**src/core/enc_pkg.sv**
```systemverilog
// How it works
// - phases A and B, quarter period apart
// - direction from joint A/B state
// - every edge of either phase counts, unless both phases change at once
// - edge counter zero after reset
// - clear control holds edge counter zero
// - rps equals edges/s over four lines
// - speed also shown in rpm
// - turn counter starts zero, counts turns
// - multi-turn encoder loads turn counter
// - turn counter runs past 4095
// - 32-bit turns, low 12 match encoder
// - gear terms range limited, load signed
// - load position starts equal to motor, except in multi-turn mode
// - motor angle and load angle reported
// - zero offset subtracted from shaft angle
// - absolute reading aligned to incremental count
// - calibration state codes 0 to 9
// - limited retries, then failed state
// - power-up, encoder type or line count change, retry restart calibration
// - retry request self-clears when finished
// - invert negates speed and count direction
// - line count accepted 250 to 262143
package enc_pkg;

  // timing
  localparam int unsigned CLK_PERIOD_NS = 100;
  localparam int unsigned CLK_HZ        = 1000000000 / CLK_PERIOD_NS;
  localparam int unsigned GATE_MS       = 100;
  localparam int unsigned GATE_CYC      = GATE_MS * 1000000 / CLK_PERIOD_NS;
  localparam int unsigned SPEED_MILLI   = 1000;
  localparam int unsigned SEC_PER_MIN   = 60;
  localparam logic [5:0]  DIV_STEPS     = 6'h28;

  // register map, byte addresses
  localparam logic [7:0] ADDR_CTRL  = 8'h00;
  localparam logic [7:0] ADDR_LINES = 8'h04;
  localparam logic [7:0] ADDR_GMOT  = 8'h08;
  localparam logic [7:0] ADDR_GLOAD = 8'h0C;
  localparam logic [7:0] ADDR_ZOFF  = 8'h10;
  localparam logic [7:0] ADDR_EDGES = 8'h14;
  localparam logic [7:0] ADDR_RPS   = 8'h18;
  localparam logic [7:0] ADDR_RPM   = 8'h1C;
  localparam logic [7:0] ADDR_ANGLE = 8'h20;
  localparam logic [7:0] ADDR_REVS  = 8'h24;
  localparam logic [7:0] ADDR_LOAD  = 8'h28;
  localparam logic [7:0] ADDR_CAL   = 8'h2C;

  // control fields
  localparam int CTRL_INVERT = 0;
  localparam int CTRL_CLEAR  = 1;
  localparam int CTRL_RETRY  = 2;
  localparam int CTRL_ABS    = 3;
  localparam int CTRL_MULTI  = 4;

  // settings limits and reset values
  localparam int unsigned ANGLE_W = 20;
  localparam logic [17:0] LINES_MIN = 18'h000FA;
  localparam logic [17:0] LINES_RST = 18'h00800;
  localparam logic [31:0] GMOT_MIN  = 32'h00000001;
  localparam logic [31:0] GEAR_MAX  = 32'h77359400;
  localparam logic [31:0] GLOAD_MIN = 32'h88CA6C00;
  localparam logic [31:0] GEAR_RST  = 32'h00000001;

  // calibration codes
  localparam logic [3:0] CAL_NOT_REQ   = 4'h0;
  localparam logic [3:0] CAL_DRIVE_RUN = 4'h1;
  localparam logic [3:0] CAL_MOTOR_RUN = 4'h2;
  localparam logic [3:0] CAL_ENC_FAULT = 4'h3;
  localparam logic [3:0] CAL_BUSY      = 4'h4;
  localparam logic [3:0] CAL_IDENT     = 4'h5;
  localparam logic [3:0] CAL_DONE      = 4'h6;
  localparam logic [3:0] CAL_LOST      = 4'h7;
  localparam logic [3:0] CAL_FAILED    = 4'h8;
  localparam logic [3:0] CAL_WARN      = 4'h9;
  localparam logic [2:0] CAL_TRIES     = 3'h3;
  localparam logic [19:0] MATCH_TOL    = 20'h00004;
  localparam logic [19:0] WARN_TOL     = 20'h00040;

  typedef struct packed {
    logic a;
    logic b;
  } phase_s;

  typedef struct packed {
    logic step;
    logic up;
    logic bad;
  } quad_s;

  typedef struct packed {
    logic         valid;
    logic         fault;
    logic [19:0]  angle;
    logic [11:0]  revs;
  } abs_s;

  typedef struct packed {
    logic         wr;
    logic         rd;
    logic [7:0]   addr;
    logic [31:0]  wdata;
  } bus_s;

endpackage

```
**src/core/encoder_position_tracker.sv**
```systemverilog
// Local design decisions: the register offsets and the plain strobed port.
`timescale 1ns/10ps
module encoder_position_tracker
  import enc_pkg::*;
#(
  parameter int unsigned GATE_CYCLES = GATE_CYC
)(
  // system
  input  wire logic   mclk,
  input  wire logic   nrst,
  // register port
  input  wire bus_s   busIn,
  output logic [31:0] rdata,
  // encoder feedback
  input  wire phase_s phaseIn,
  input  wire abs_s   absIn,
  // drive condition
  input  wire logic   driveStopped,
  input  wire logic   motorStopped,
  // calibration status
  output logic [3:0]  calState
);

  typedef enum logic [1:0] {C_CHECK, C_LOAD, C_MATCH, C_END} cal_e;

  localparam logic [39:0] SPEED_SCALE =
    40'(longint'(SPEED_MILLI) * CLK_HZ / GATE_CYCLES);

  quad_s              quad;
  logic               invert_r;
  logic               clear_r;
  logic               retry_r;
  logic               absEn_r;
  logic               multi_r;
  logic               boot_r;
  logic [17:0]        lines_r;
  logic [31:0]        gMot_r;
  logic signed [31:0] gLoad_r;
  logic [19:0]        zoff_r;
  logic signed [31:0] edgeCount_r;
  logic [19:0]        posInRev_r;
  logic [31:0]        revCount_r;
  logic [19:0]        loadAngle_r;
  logic signed [34:0] residue_r;
  cal_e               state_r;
  logic [2:0]         tries_r;
  logic [31:0]        gateCnt_r;
  logic signed [31:0] winEdges_r;
  logic               speedNeg_r;
  logic [39:0]        divNum_r;
  logic [20:0]        divRem_r;
  logic [19:0]        divDen_r;
  logic [5:0]         divCnt_r;
  logic signed [31:0] speedRps_r;
  logic signed [31:0] speedRpm_r;

  logic wrCtrl, wrLines, wrGmot, wrGload, wrZoff, setRetry;
  logic linesOk, gMotOk, gLoadOk, typeChg, calStart, calLoad;
  logic failAttempt, gateEnd, remGe;
  logic [19:0] edgesPerRev, revTop, mismatch, angleShown;
  logic [20:0] remSh, angleDiff;
  logic [31:0] winMag, quotNow;
  logic signed [31:0] stepVal;
  logic signed [34:0] gMotExt, residueNxt;

  quad_decoder u_quad (
    .mclk    (mclk),
    .nrst    (nrst),
    .phaseIn (phaseIn),
    .invert  (invert_r),
    .quadOut (quad)
  );

  // register writes
  assign wrCtrl   = busIn.wr && busIn.addr == ADDR_CTRL;
  assign wrLines  = busIn.wr && busIn.addr == ADDR_LINES;
  assign wrGmot   = busIn.wr && busIn.addr == ADDR_GMOT;
  assign wrGload  = busIn.wr && busIn.addr == ADDR_GLOAD;
  assign wrZoff   = busIn.wr && busIn.addr == ADDR_ZOFF;
  assign setRetry = wrCtrl && busIn.wdata[CTRL_RETRY];
  assign linesOk  = busIn.wdata[31:18] == '0
                    && busIn.wdata[17:0] >= LINES_MIN;
  assign gMotOk   = busIn.wdata >= GMOT_MIN && busIn.wdata <= GEAR_MAX;
  assign gLoadOk  = $signed(busIn.wdata) >= $signed(GLOAD_MIN)
                    && $signed(busIn.wdata) <= $signed(GEAR_MAX);
  assign typeChg  = wrCtrl && (busIn.wdata[CTRL_ABS] != absEn_r
                    || busIn.wdata[CTRL_MULTI] != multi_r);
  assign calStart = boot_r || typeChg || (wrLines && linesOk)
                    || setRetry;

  always_ff @(posedge mclk or negedge nrst) begin
    if (!nrst) begin
      invert_r <= 1'b0;
      clear_r  <= 1'b0;
      absEn_r  <= 1'b0;
      multi_r  <= 1'b0;
      boot_r   <= 1'b1;
      lines_r  <= LINES_RST;
      gMot_r   <= GEAR_RST;
      gLoad_r  <= GEAR_RST;
      zoff_r   <= '0;
    end else begin
      boot_r <= 1'b0;
      if (wrCtrl) begin
        invert_r <= busIn.wdata[CTRL_INVERT];
        clear_r  <= busIn.wdata[CTRL_CLEAR];
        absEn_r  <= busIn.wdata[CTRL_ABS];
        multi_r  <= busIn.wdata[CTRL_MULTI];
      end
      if (wrLines && linesOk)
        lines_r <= busIn.wdata[17:0];
      if (wrGmot && gMotOk)
        gMot_r <= busIn.wdata;
      if (wrGload && gLoadOk)
        gLoad_r <= busIn.wdata;
      if (wrZoff && busIn.wdata[31:20] == '0
          && busIn.wdata[19:0] < edgesPerRev)
        zoff_r <= busIn.wdata[19:0];
    end
  end

  // a software set in the finishing cycle survives
  always_ff @(posedge mclk or negedge nrst) begin
    if (!nrst)
      retry_r <= 1'b0;
    else if (setRetry)
      retry_r <= 1'b1;
    else if (wrCtrl || state_r == C_END)
      retry_r <= 1'b0;
  end

  // edge counter
  assign stepVal = !quad.step ? 32'sh00000000
                 : quad.up ? 32'sh00000001 : 32'shFFFFFFFF;

  always_ff @(posedge mclk or negedge nrst) begin
    if (!nrst)
      edgeCount_r <= '0;
    else if (clear_r)
      edgeCount_r <= '0;
    else
      edgeCount_r <= edgeCount_r + stepVal;
  end

  // motor angle and whole turns
  assign edgesPerRev = {lines_r, 2'b00};
  assign revTop      = edgesPerRev - 20'h00001;
  assign calLoad     = state_r == C_LOAD && absIn.valid && !absIn.fault
                       && !calStart;

  always_ff @(posedge mclk or negedge nrst) begin
    if (!nrst) begin
      posInRev_r <= '0;
      revCount_r <= '0;
    end else if (calLoad) begin
      posInRev_r <= absIn.angle;
      if (multi_r)
        revCount_r <= 32'(absIn.revs);
    end else if (quad.step) begin
      if (quad.up) begin
        if (posInRev_r >= revTop) begin
          posInRev_r <= '0;
          revCount_r <= revCount_r + 32'h00000001;
        end else begin
          posInRev_r <= posInRev_r + 20'h00001;
        end
      end else if (posInRev_r == '0) begin
        posInRev_r <= revTop;
        revCount_r <= revCount_r - 32'h00000001;
      end else begin
        posInRev_r <= posInRev_r - 20'h00001;
      end
    end
  end

  // load side by residue: one load edge drained per cycle
  assign gMotExt = 35'(gMot_r);

  always_comb begin
    residueNxt = residue_r;
    if (quad.step)
      residueNxt = quad.up ? residue_r + 35'(gLoad_r)
                           : residue_r - 35'(gLoad_r);
    if (residue_r >= gMotExt)
      residueNxt = residueNxt - gMotExt;
    else if (residue_r <= -gMotExt)
      residueNxt = residueNxt + gMotExt;
  end

  always_ff @(posedge mclk or negedge nrst) begin
    if (!nrst) begin
      residue_r   <= '0;
      loadAngle_r <= '0;
    end else if (calLoad && !multi_r) begin
      residue_r   <= '0;
      loadAngle_r <= absIn.angle;
    end else begin
      residue_r <= residueNxt;
      if (residue_r >= gMotExt)
        loadAngle_r <= loadAngle_r >= revTop ? '0
                       : loadAngle_r + 20'h00001;
      else if (residue_r <= -gMotExt)
        loadAngle_r <= loadAngle_r == '0 ? revTop
                       : loadAngle_r - 20'h00001;
    end
  end

  // calibration sequence
  assign angleDiff = {1'b0, absIn.angle} - {1'b0, posInRev_r};
  assign mismatch  = angleDiff[20] ? 20'(-angleDiff) : angleDiff[19:0];

  always_comb begin
    unique case (state_r)
      C_CHECK: failAttempt = absEn_r && absIn.fault;
      C_LOAD:  failAttempt = absIn.fault;
      C_MATCH: failAttempt = absIn.valid
                             && (absIn.fault || mismatch > WARN_TOL);
      C_END:   failAttempt = 1'b0;
    endcase
  end

  always_ff @(posedge mclk or negedge nrst) begin
    if (!nrst) begin
      state_r  <= C_END;
      calState <= CAL_NOT_REQ;
      tries_r  <= '0;
    end else if (calStart) begin
      state_r <= C_CHECK;
      tries_r <= '0;
    end else if (failAttempt) begin
      tries_r <= tries_r + 3'h1;
      if (tries_r + 3'h1 >= CAL_TRIES) begin
        state_r  <= C_END;
        calState <= CAL_FAILED;
      end else begin
        state_r  <= C_CHECK;
        calState <= absIn.fault ? CAL_ENC_FAULT : CAL_BUSY;
      end
    end else begin
      unique case (state_r)
        C_CHECK: begin
          if (!absEn_r) begin
            calState <= CAL_NOT_REQ;
            state_r  <= C_END;
          end else if (!driveStopped) begin
            calState <= CAL_DRIVE_RUN;
          end else if (!motorStopped) begin
            calState <= CAL_MOTOR_RUN;
          end else begin
            calState <= CAL_BUSY;
            state_r  <= C_LOAD;
          end
        end
        C_LOAD: begin
          if (absIn.valid) begin
            calState <= CAL_IDENT;
            state_r  <= C_MATCH;
          end
        end
        C_MATCH: begin
          if (absIn.valid) begin
            calState <= mismatch <= MATCH_TOL ? CAL_DONE : CAL_WARN;
            state_r  <= C_END;
          end
        end
        C_END: begin
          if (calState == CAL_DONE && absIn.fault)
            calState <= CAL_LOST;
        end
      endcase
    end
  end

  // speed over a fixed gate window, then a serial divide
  assign gateEnd = gateCnt_r == 32'(GATE_CYCLES - 1);
  assign winMag  = winEdges_r[31] ? 32'(-winEdges_r) : winEdges_r;

  always_ff @(posedge mclk or negedge nrst) begin
    if (!nrst) begin
      gateCnt_r  <= '0;
      winEdges_r <= '0;
      speedNeg_r <= 1'b0;
    end else if (gateEnd) begin
      gateCnt_r  <= '0;
      winEdges_r <= stepVal;
      speedNeg_r <= winEdges_r[31];
    end else begin
      gateCnt_r  <= gateCnt_r + 32'h00000001;
      winEdges_r <= winEdges_r + stepVal;
    end
  end

  assign remSh   = {divRem_r[19:0], divNum_r[39]};
  assign remGe   = remSh >= {1'b0, divDen_r};
  assign quotNow = {divNum_r[30:0], remGe};

  always_ff @(posedge mclk or negedge nrst) begin
    if (!nrst) begin
      divNum_r <= '0;
      divRem_r <= '0;
      divDen_r <= '0;
      divCnt_r <= '0;
    end else if (gateEnd) begin
      divNum_r <= 40'(winMag * SPEED_SCALE);
      divRem_r <= '0;
      divDen_r <= edgesPerRev;
      divCnt_r <= DIV_STEPS;
    end else if (divCnt_r != '0) begin
      divNum_r <= {divNum_r[38:0], remGe};
      divRem_r <= remGe ? remSh - {1'b0, divDen_r} : remSh;
      divCnt_r <= divCnt_r - 6'h01;
    end
  end

  // speed in milli-rev/s and milli-rpm
  always_ff @(posedge mclk or negedge nrst) begin
    if (!nrst) begin
      speedRps_r <= '0;
      speedRpm_r <= '0;
    end else if (divCnt_r == 6'h01 && !gateEnd) begin
      speedRps_r <= speedNeg_r ? 32'(-quotNow) : quotNow;
      speedRpm_r <= speedNeg_r ? 32'(-(quotNow * SEC_PER_MIN))
                               : 32'(quotNow * SEC_PER_MIN);
    end
  end

  // shown angle, zero moved by the offset
  always_comb begin
    angleShown = posInRev_r - zoff_r;
    if (posInRev_r < zoff_r)
      angleShown = posInRev_r + edgesPerRev - zoff_r;
  end

  // read port, answer in the following cycle
  always_ff @(posedge mclk or negedge nrst) begin
    if (!nrst) begin
      rdata <= '0;
    end else if (busIn.rd) begin
      unique case (busIn.addr)
        ADDR_CTRL:  rdata <= 32'({multi_r, absEn_r, retry_r,
                                  clear_r, invert_r});
        ADDR_LINES: rdata <= 32'(lines_r);
        ADDR_GMOT:  rdata <= gMot_r;
        ADDR_GLOAD: rdata <= gLoad_r;
        ADDR_ZOFF:  rdata <= 32'(zoff_r);
        ADDR_EDGES: rdata <= edgeCount_r;
        ADDR_RPS:   rdata <= speedRps_r;
        ADDR_RPM:   rdata <= speedRpm_r;
        ADDR_ANGLE: rdata <= 32'(angleShown);
        ADDR_REVS:  rdata <= revCount_r;
        ADDR_LOAD:  rdata <= 32'(loadAngle_r);
        ADDR_CAL:   rdata <= 32'(calState);
        default:    rdata <= '0;
      endcase
    end
  end
endmodule // encoder_position_tracker

```
**src/core/quad_decoder.sv**
```systemverilog
`timescale 1ns/10ps
module quad_decoder
  import enc_pkg::*;
(
  // clock and reset
  input  wire logic   mclk,
  input  wire logic   nrst,
  // encoder phases and direction setting
  input  wire phase_s phaseIn,
  input  wire logic   invert,
  // decoded edge event
  output quad_s       quadOut
);

  phase_s     sync1_r;
  phase_s     sync2_r;
  phase_s     prev_r;
  logic [2:0] prime_r;
  quad_s      quad_r;
  logic       chgA;
  logic       chgB;

  always_ff @(posedge mclk or negedge nrst) begin
    if (!nrst) begin
      sync1_r <= '0;
      sync2_r <= '0;
      prev_r  <= '0;
      prime_r <= '0;
    end else begin
      sync1_r <= phaseIn;
      sync2_r <= sync1_r;
      prev_r  <= sync2_r;
      prime_r <= {prime_r[1:0], 1'b1};
    end
  end

  // no event until the pipe holds real samples
  assign chgA = (sync2_r.a ^ prev_r.a) & prime_r[2];
  assign chgB = (sync2_r.b ^ prev_r.b) & prime_r[2];

  always_ff @(posedge mclk or negedge nrst) begin
    if (!nrst) begin
      quad_r <= '0;
    end else begin
      quad_r.step <= chgA ^ chgB;
      quad_r.up   <= ~(prev_r.a ^ sync2_r.b) ^ invert;
      quad_r.bad  <= chgA & chgB;
    end
  end

  assign quadOut = quad_r;
endmodule // quad_decoder
```
**config.mk**
```make
export PLATFORM = sky130hd
export DESIGN_NAME = encoder_position_tracker
export DESIGN_NICKNAME = d
export VERILOG_FILES = /design/src/core/enc_pkg.sv /design/src/core/encoder_position_tracker.sv /design/src/core/quad_decoder.sv
export SDC_FILE = /design/constraint.sdc
export NUM_CORES = 2
export LEC_CHECK = 0
export ABC_AREA = 1
export ABC_CLOCK_PERIOD_IN_PS = 14400
export BUFFER_PORTS_ARGS = -buffer_cell sky130_fd_sc_hd__buf_2
export CAP_MARGIN = 40
export CORE_ASPECT_RATIO = 0.7
export CORE_UTILIZATION = 30
export CTS_CLUSTER_DIAMETER = 80
export DETAILED_ROUTE_END_ITERATION = 10
export MAX_ROUTING_LAYER = met4
export RECOVER_POWER = 50
export SLEW_MARGIN = 20
export SYNTH_ARGS = -nofsm -noshare
export SYNTH_HDL_FRONTEND = slang
export SYNTH_SLANG_ARGS = --single-unit
```
**constraint.sdc**
```tcl
create_clock -name mclk -period 14.4 [get_ports mclk]
set_clock_uncertainty 0.05 [all_clocks]
set_input_delay 2.88 -clock mclk [delete_from_list [all_inputs] [get_ports mclk]]
set_output_delay 2.88 -clock mclk [all_outputs]
set_load 0.005 [all_outputs]
```
* Word-level counts from Yosys, hierarchy flattened
Cells that the tools add are included.
** Operators by class
- $add $sub $neg :: 26
- Multipliers :: 2
- Magnitude comparators :: 15
- Equality and inequality tests :: 28
- Muxes and demuxes :: 64
- Bitwise logic cells :: 9
- Reduce and logical (&&, ||, !) cells :: 50
** Operators by type and width (count)
- two-way mux 32 bit :: 14
- case mux 32 bit (12 select lines) :: 1
- two-way mux 20 bit :: 15
- two-way mux 35 bit :: 5
- negation 32 bit :: 3
- two-way mux 40 bit :: 2
- adder 32 x 1 -> 32 bit, second input constant :: 2
- adder 32 bit :: 2
- subtractor 20 x 1 -> 20 bit, second input constant :: 3
- subtractor 20 bit :: 3
- adder 20 x 1 -> 20 bit, second input constant :: 2
- >= comparator 20 bit :: 2
- logical NOT 20 bit :: 2
- < comparator 20 bit :: 2
- multiplier 32 x 10 -> 36 bit, second input constant :: 1
- adder 35 x 32 -> 35 bit :: 1
- adder 35 x 33 -> 35 bit :: 1
- >= comparator 35 x 33 -> 1 bit :: 1
- less-or-equal comparator 35 bit :: 1
- negation 32 -> 35 bit :: 1
- subtractor 35 x 32 -> 35 bit :: 1
- subtractor 35 x 33 -> 35 bit :: 1
- == test 32 x 20 -> 1 bit, second input constant :: 1
- == test 8 x 5 -> 1 bit, second input constant :: 4
- 53 further kinds :: 123
** Word-level totals
- Flip-flop bits (word level) :: 512
- Input bits :: 82
- Output and inout port bits :: 36
- Logic and storage cells :: 231

* Logic depth before layout (Yosys ltp)
- Word-level depth :: 10
- Depth in mapped cells :: 40
- Mapped depth without buffers :: 40

* Cells and area by module
Synthesis repeated with hierarchy kept, for this count alone.
** Unflattened totals
- Cell total of the unflattened synthesis :: 7541
- Area total of the unflattened synthesis :: 53530.1 um^2
** Modules (own cells, without submodules)
- encoder_position_tracker :: times used 1, cells an instance 7510, area an instance 53146.0 um^2, seq. area each 12469.5 um^2
- quad_decoder :: times used 1, cells an instance 31, area an instance 384.1 um^2, seq. area each 300.3 um^2

* Worst setup path before layout
OpenSTA, ideal clock, no wires.
- Path kind :: register to register
- From :: reg u_quad.quad_r (netlist bit u_quad.quadOut[1])
- To :: reg residue_r[33]
- Setup time :: 0.117 ns
- Arrival time :: 5.805 ns
- Required time :: 14.233 ns
- Setup slack :: 8.428 ns
- Stages on the path, launching flop included :: 36
- Buffers on the path :: 2
- Period minus slack after synthesis :: 5.972 ns
- Cells stage by stage :: dfrtp_1 -> inv_2 -> clkbuf_1 -> nand2_1 -> xnor2_1 -> ha_1 -> nand2_1 -> nor3_1 -> nand4_1 -> o211ai_1 -> a21oi_1 -> o21ai_1 -> a21oi_1 -> o21ai_1 -> a21boi_0 -> or2_2 -> nand3_1 -> nand2_1 -> ha_1 -> clkbuf_1 -> nor2_1 -> inv_1 -> nor2_1 -> and3_1 -> a221oi_1 -> nand2_1 -> nand3_1 -> nand2_1 -> nand3_1 -> nand2_1 -> inv_1 -> nor2_1 -> o21ai_1 -> o21ai_1 -> nor2_1 -> nor2_1
** On the way
- Longest elaborated chain between the ends :: 6
- Elaborated cells between the ends (all ways) :: 7
- Those cells by class :: add/sub (2); mux (5)
** Ends and longest elaborated chain
- start, declared :: RTL line quad_decoder.sv:19 : quad_s quad_r;
- two-way mux 35 bit (*) :: RTL line encoder_position_tracker.sv:182 : residueNxt = quad.up ? residue_r + 35'(gLoad_r)
- two-way mux 35 bit (*) :: RTL line encoder_position_tracker.sv:181 : if (quad.step)
- adder 35 x 33 -> 35 bit :: RTL line encoder_position_tracker.sv:187 : residueNxt = residueNxt + gMotExt;
- two-way mux 35 bit :: RTL line encoder_position_tracker.sv:186 : else if (residue_r <= -gMotExt)
- two-way mux 35 bit (*) :: RTL line encoder_position_tracker.sv:184 : if (residue_r >= gMotExt)
- two-way mux 35 bit (*) :: RTL line encoder_position_tracker.sv:194 : end else if (calLoad && !multi_r) begin
- end signal, assigned :: RTL line encoder_position_tracker.sv:198 : residue_r <= residueNxt;
- end, declared :: RTL line encoder_position_tracker.sv:44 : logic signed [34:0] residue_r;
Every way passes the cells marked *; elsewhere a longest branch is shown, timed or not.
A chain may end at the register's enable or synchronous reset.

* Worst setup path after layout
- From :: reg u_quad.quad_r (netlist bit u_quad.quadOut[2])
- To :: reg winEdges_r[22]
** On the way
- Longest elaborated chain between the ends :: 3
** Ends and longest elaborated chain
- two-way mux 32 bit (*) :: RTL line encoder_position_tracker.sv:133 : assign stepVal = !quad.step ? 32'sh00000000
- adder 32 bit :: RTL line encoder_position_tracker.sv:289 : winEdges_r <= winEdges_r + stepVal;
- two-way mux 32 bit (*) :: RTL line encoder_position_tracker.sv:283 : end else if (gateEnd) begin
- end signal, assigned :: RTL line encoder_position_tracker.sv:285 : winEdges_r <= stepVal;
- end signal, assigned :: RTL line encoder_position_tracker.sv:289
- end, declared :: RTL line encoder_position_tracker.sv:48 : logic signed [31:0] winEdges_r;
Marks and branches as above.

==> flow_summary.json <==
{
  "status": "complete, but fails checks",
  "violations": "max-capacitance violations, max-slew violations",
  "vias_per_cell": 5.33,
  "cts_tree": "yes",
  "cpMostUsedCell": "nand2_1",
  "wire_per_inst_um": 21.7,
  "critPathArrivalTime_ns": 10.37,
  "end_kind": "flop",
  "max_cap_violations": 7,
  "dr.pass1.iters": 7,
  "io_pins": 118,
  "h-tree-depth": 3,
  "core-area_um2": 175000,
  "worstPathRequired_ns": 14.92,
  "synth_ff_type": "dfrtp_1",
  "clkTransAtPathRegs_ns": 0.06,
  "stdcell_count": 9850,
  "yosysWarnings": 0,
  "layout-drive-gt1-share_pct": 5.60,
  "cts_sinks": 509,
  "synth_area_leader_cell": "dfrtp_1",
  "grt_max_degree": 159,
  "drc": 0,
  "cts_made_buffers": 67,
  "gp_congestion": 1.04,
  "ys_seq_area_share_pct": 24.1,
  "synthTopCellsByCount": "nand2_1 (1462), inv_1 (1120), o21ai_0 (609), nor2_1 (572), ha_1 (556)",
  "grt_usage_pct": 24.2,
  "die_h_um": 354,
  "synth_edf_count": 0,
  "start_util_pct": 30.3,
  "final-seq-area_um2": 12700,
  "postRouteAntennaNets": 0,
  "first_iter_violations": 6344,
  "period_needed_ns": 9.85,
  "grt_pass1_wl_mm": 317,
  "fin_nets": 8242,
  "drv_slew": 364,
  "dp.cells": 9708,
  "grt_setup_unrepaired": "false",
  "yosysMostFrequentCell": "nand2_1",
  "fin_util_pct": 33.7,
  "max_slew_margin_pct": -333,
  "area_growth_syn_to_layout_pct": 11.2,
  "timing_hold_violations_final": 0,
  "synth_cell_type_count": 82,
  "cts_setup_buffers": 0,
  "grt_overflow_total": 0,
  "dpl.hpwl_mm": 174,
  "die_area_um2": 178000,
  "critPathLaunchType": "flop",
  "path_class": "flop to flop",
  "fmaxAchievable_mhz": 102,
  "ys_ff_latch": 509,
  "place_ws_ns": 6.41,
  "finalCritPeriodShare_pct": 68.4,
  "synth_area_um2": 53000,
  "postSynth.asyncResetShare_pct": 100,
  "yosys-top-cells-area": "dfrtp_1 (24%), ha_1 (13%), nand2_1 (10%)",
  "syn_inst": 7353,
  "via_count": 52500,
  "portBuffers": 117,
  "antenna_found_initial": 21,
  "hold_buffers": 0,
  "multiInputGateArea_um2": 35200,
  "hold_class": "flop to flop",
  "cts_resized": 0,
  "num_rows": 128,
  "cpPeakStageDelay_ns": 2.35,
  "clk_path_buf_depth": 3,
  "syn_area_per_cell_um2": 7.21,
  "clk_latency_ns": 0.70,
  "die_w_um": 504,
  "tns_ns": 0,
  "synth_top_area_share_pct": 23.8,
  "crit_fanout": 53,
  "cp_slowest_cell": "nor2_1",
  "routed_wl_mm": 214,
  "grt_pass1_vias": 48600,
  "fin_ws_ns": 4.55,
  "cts_root_buf": "clkbuf_16",
  "max_slew.worst_pin.slew_ns": 6.50,
  "synth_fp_nets": 8150,
  "n_fill_cell": 18600,
  "setup_viol": 0
}
[metrics by stage]
stage	hold slack, ns	area [um^2]
floorplan	0.281	53000
global placement	0.290	56300
detailed placement	0.286	56500
CTS	0.307	58900
global route	0.308	58900
finish	0.302	58900
[logic make-up after synthesis]
family | count (synthesis) | share of synthesized area (%)
flops | 509 | 24.1
fa+ha+maj | 715 | 19.1
mux | 1 | 0.0189
xor+xnor | 404 | 6.69
other cells | 2 | 0.0142
simple gates | 2701 | 21.9
buf+inv | 1329 | 9.55
compound gates | 1692 | 18.6
[layout by cell type (no fill, tap or decap), types with 17 or more instances in the layout]
| cell | n |
|---|---|
| o211ai_1 | 55 |
| clkbuf_16 | 68 |
| o2111ai_1 | 23 |
| a211oi_1 | 35 |
| fa_1 | 159 |
| nor4_1 | 48 |
| a21oi_1 | 526 |
| ha_1 | 556 |
| xor2_1 | 307 |
| o22ai_1 | 65 |
| nand2_2 | 17 |
| o21bai_1 | 26 |
| nor3_1 | 109 |
| inv_1 | 1121 |
| a221oi_1 | 36 |
| clkbuf_1 | 36 |
| o21ai_1 | 37 |
| nor2_1 | 572 |
| a31oi_1 | 58 |
| nand3_1 | 265 |
| o21a_1 | 26 |
| nand3b_1 | 19 |
| dfrtp_1 | 503 |
| nand4_1 | 113 |
| o21ai_0 | 609 |
| o221ai_1 | 53 |
| or2_2 | 20 |
| o31ai_1 | 27 |
| nand2_1 | 1462 |
| buf_4 | 58 |
| buf_2 | 109 |
| xnor2_1 | 96 |
[critical path, delay by kind of cell (launching register included)]
family / cells / cell delay (ns)
adder cells (fa/ha/maj): 1 / 0.47
AO/OA/AOI/OAI: 6 / 1.23
buffers and inverters: 7 / 4.10
AND/OR/NAND/NOR: 14 / 3.46
flip-flops: 1 / 0.31
[registers in the layout, summed over array words and instances (netlist names), 29 cells and up]
name,flops
gLoad_r,32
gMot_r,32
speedRpm_r,29
speedRps_r,32
gateCnt_r,32
edgeCount_r,32
residue_r,35
rdata,32
winEdges_r,32
divNum_r,40
revCount_r,32
[layer usage]
metal	global-route usage, %	vias to the layer above	share of wire, %
li1	-	24800	-
met1	36.5	25200	49
met2	31.7	2314	38
met3	5.36	245	10
met4	6.08	0	2.7
met5	-	-	0
[area by class of cell]
cell class / count / share of cell area (%)
flip-flops and latches: 509 / 21.6
multi-input cells: 5515 / 59.7
clock inverters: 33 / 0.888
clock buffers: 89 / 3.21
repair buffers: 209 / 2.20
diodes: 12 / 0.0510
well taps: 2340 / 4.97
inverters: 1143 / 7.29
[worst paths after layout]
check	startpoint	end	slack, ns	depth (start not counted)
max in group asynchronous	nrst	winEdges_r[16]$_DFF_PN0_	5.63	4
min reg2reg	u_quad.sync1_r[0]$_DFF_PN0_	u_quad.sync2_r[0]$_DFF_PN0_	0.30	0
min	u_quad.sync1_r[0]$_DFF_PN0_	u_quad.sync2_r[0]$_DFF_PN0_	0.30	0
max	u_quad.quadOut[2]$_DFF_PN0_	winEdges_r[22]$_DFF_PN0_	4.55	28
max reg2reg	u_quad.quadOut[2]$_DFF_PN0_	winEdges_r[22]$_DFF_PN0_	4.55	28
min in group asynchronous	nrst	residue_r[18]$_DFF_PN0_	4.52	1
Power is not shown: default switching activity piles up to over one toggle a cycle in this logic, so the estimate is an artifact.
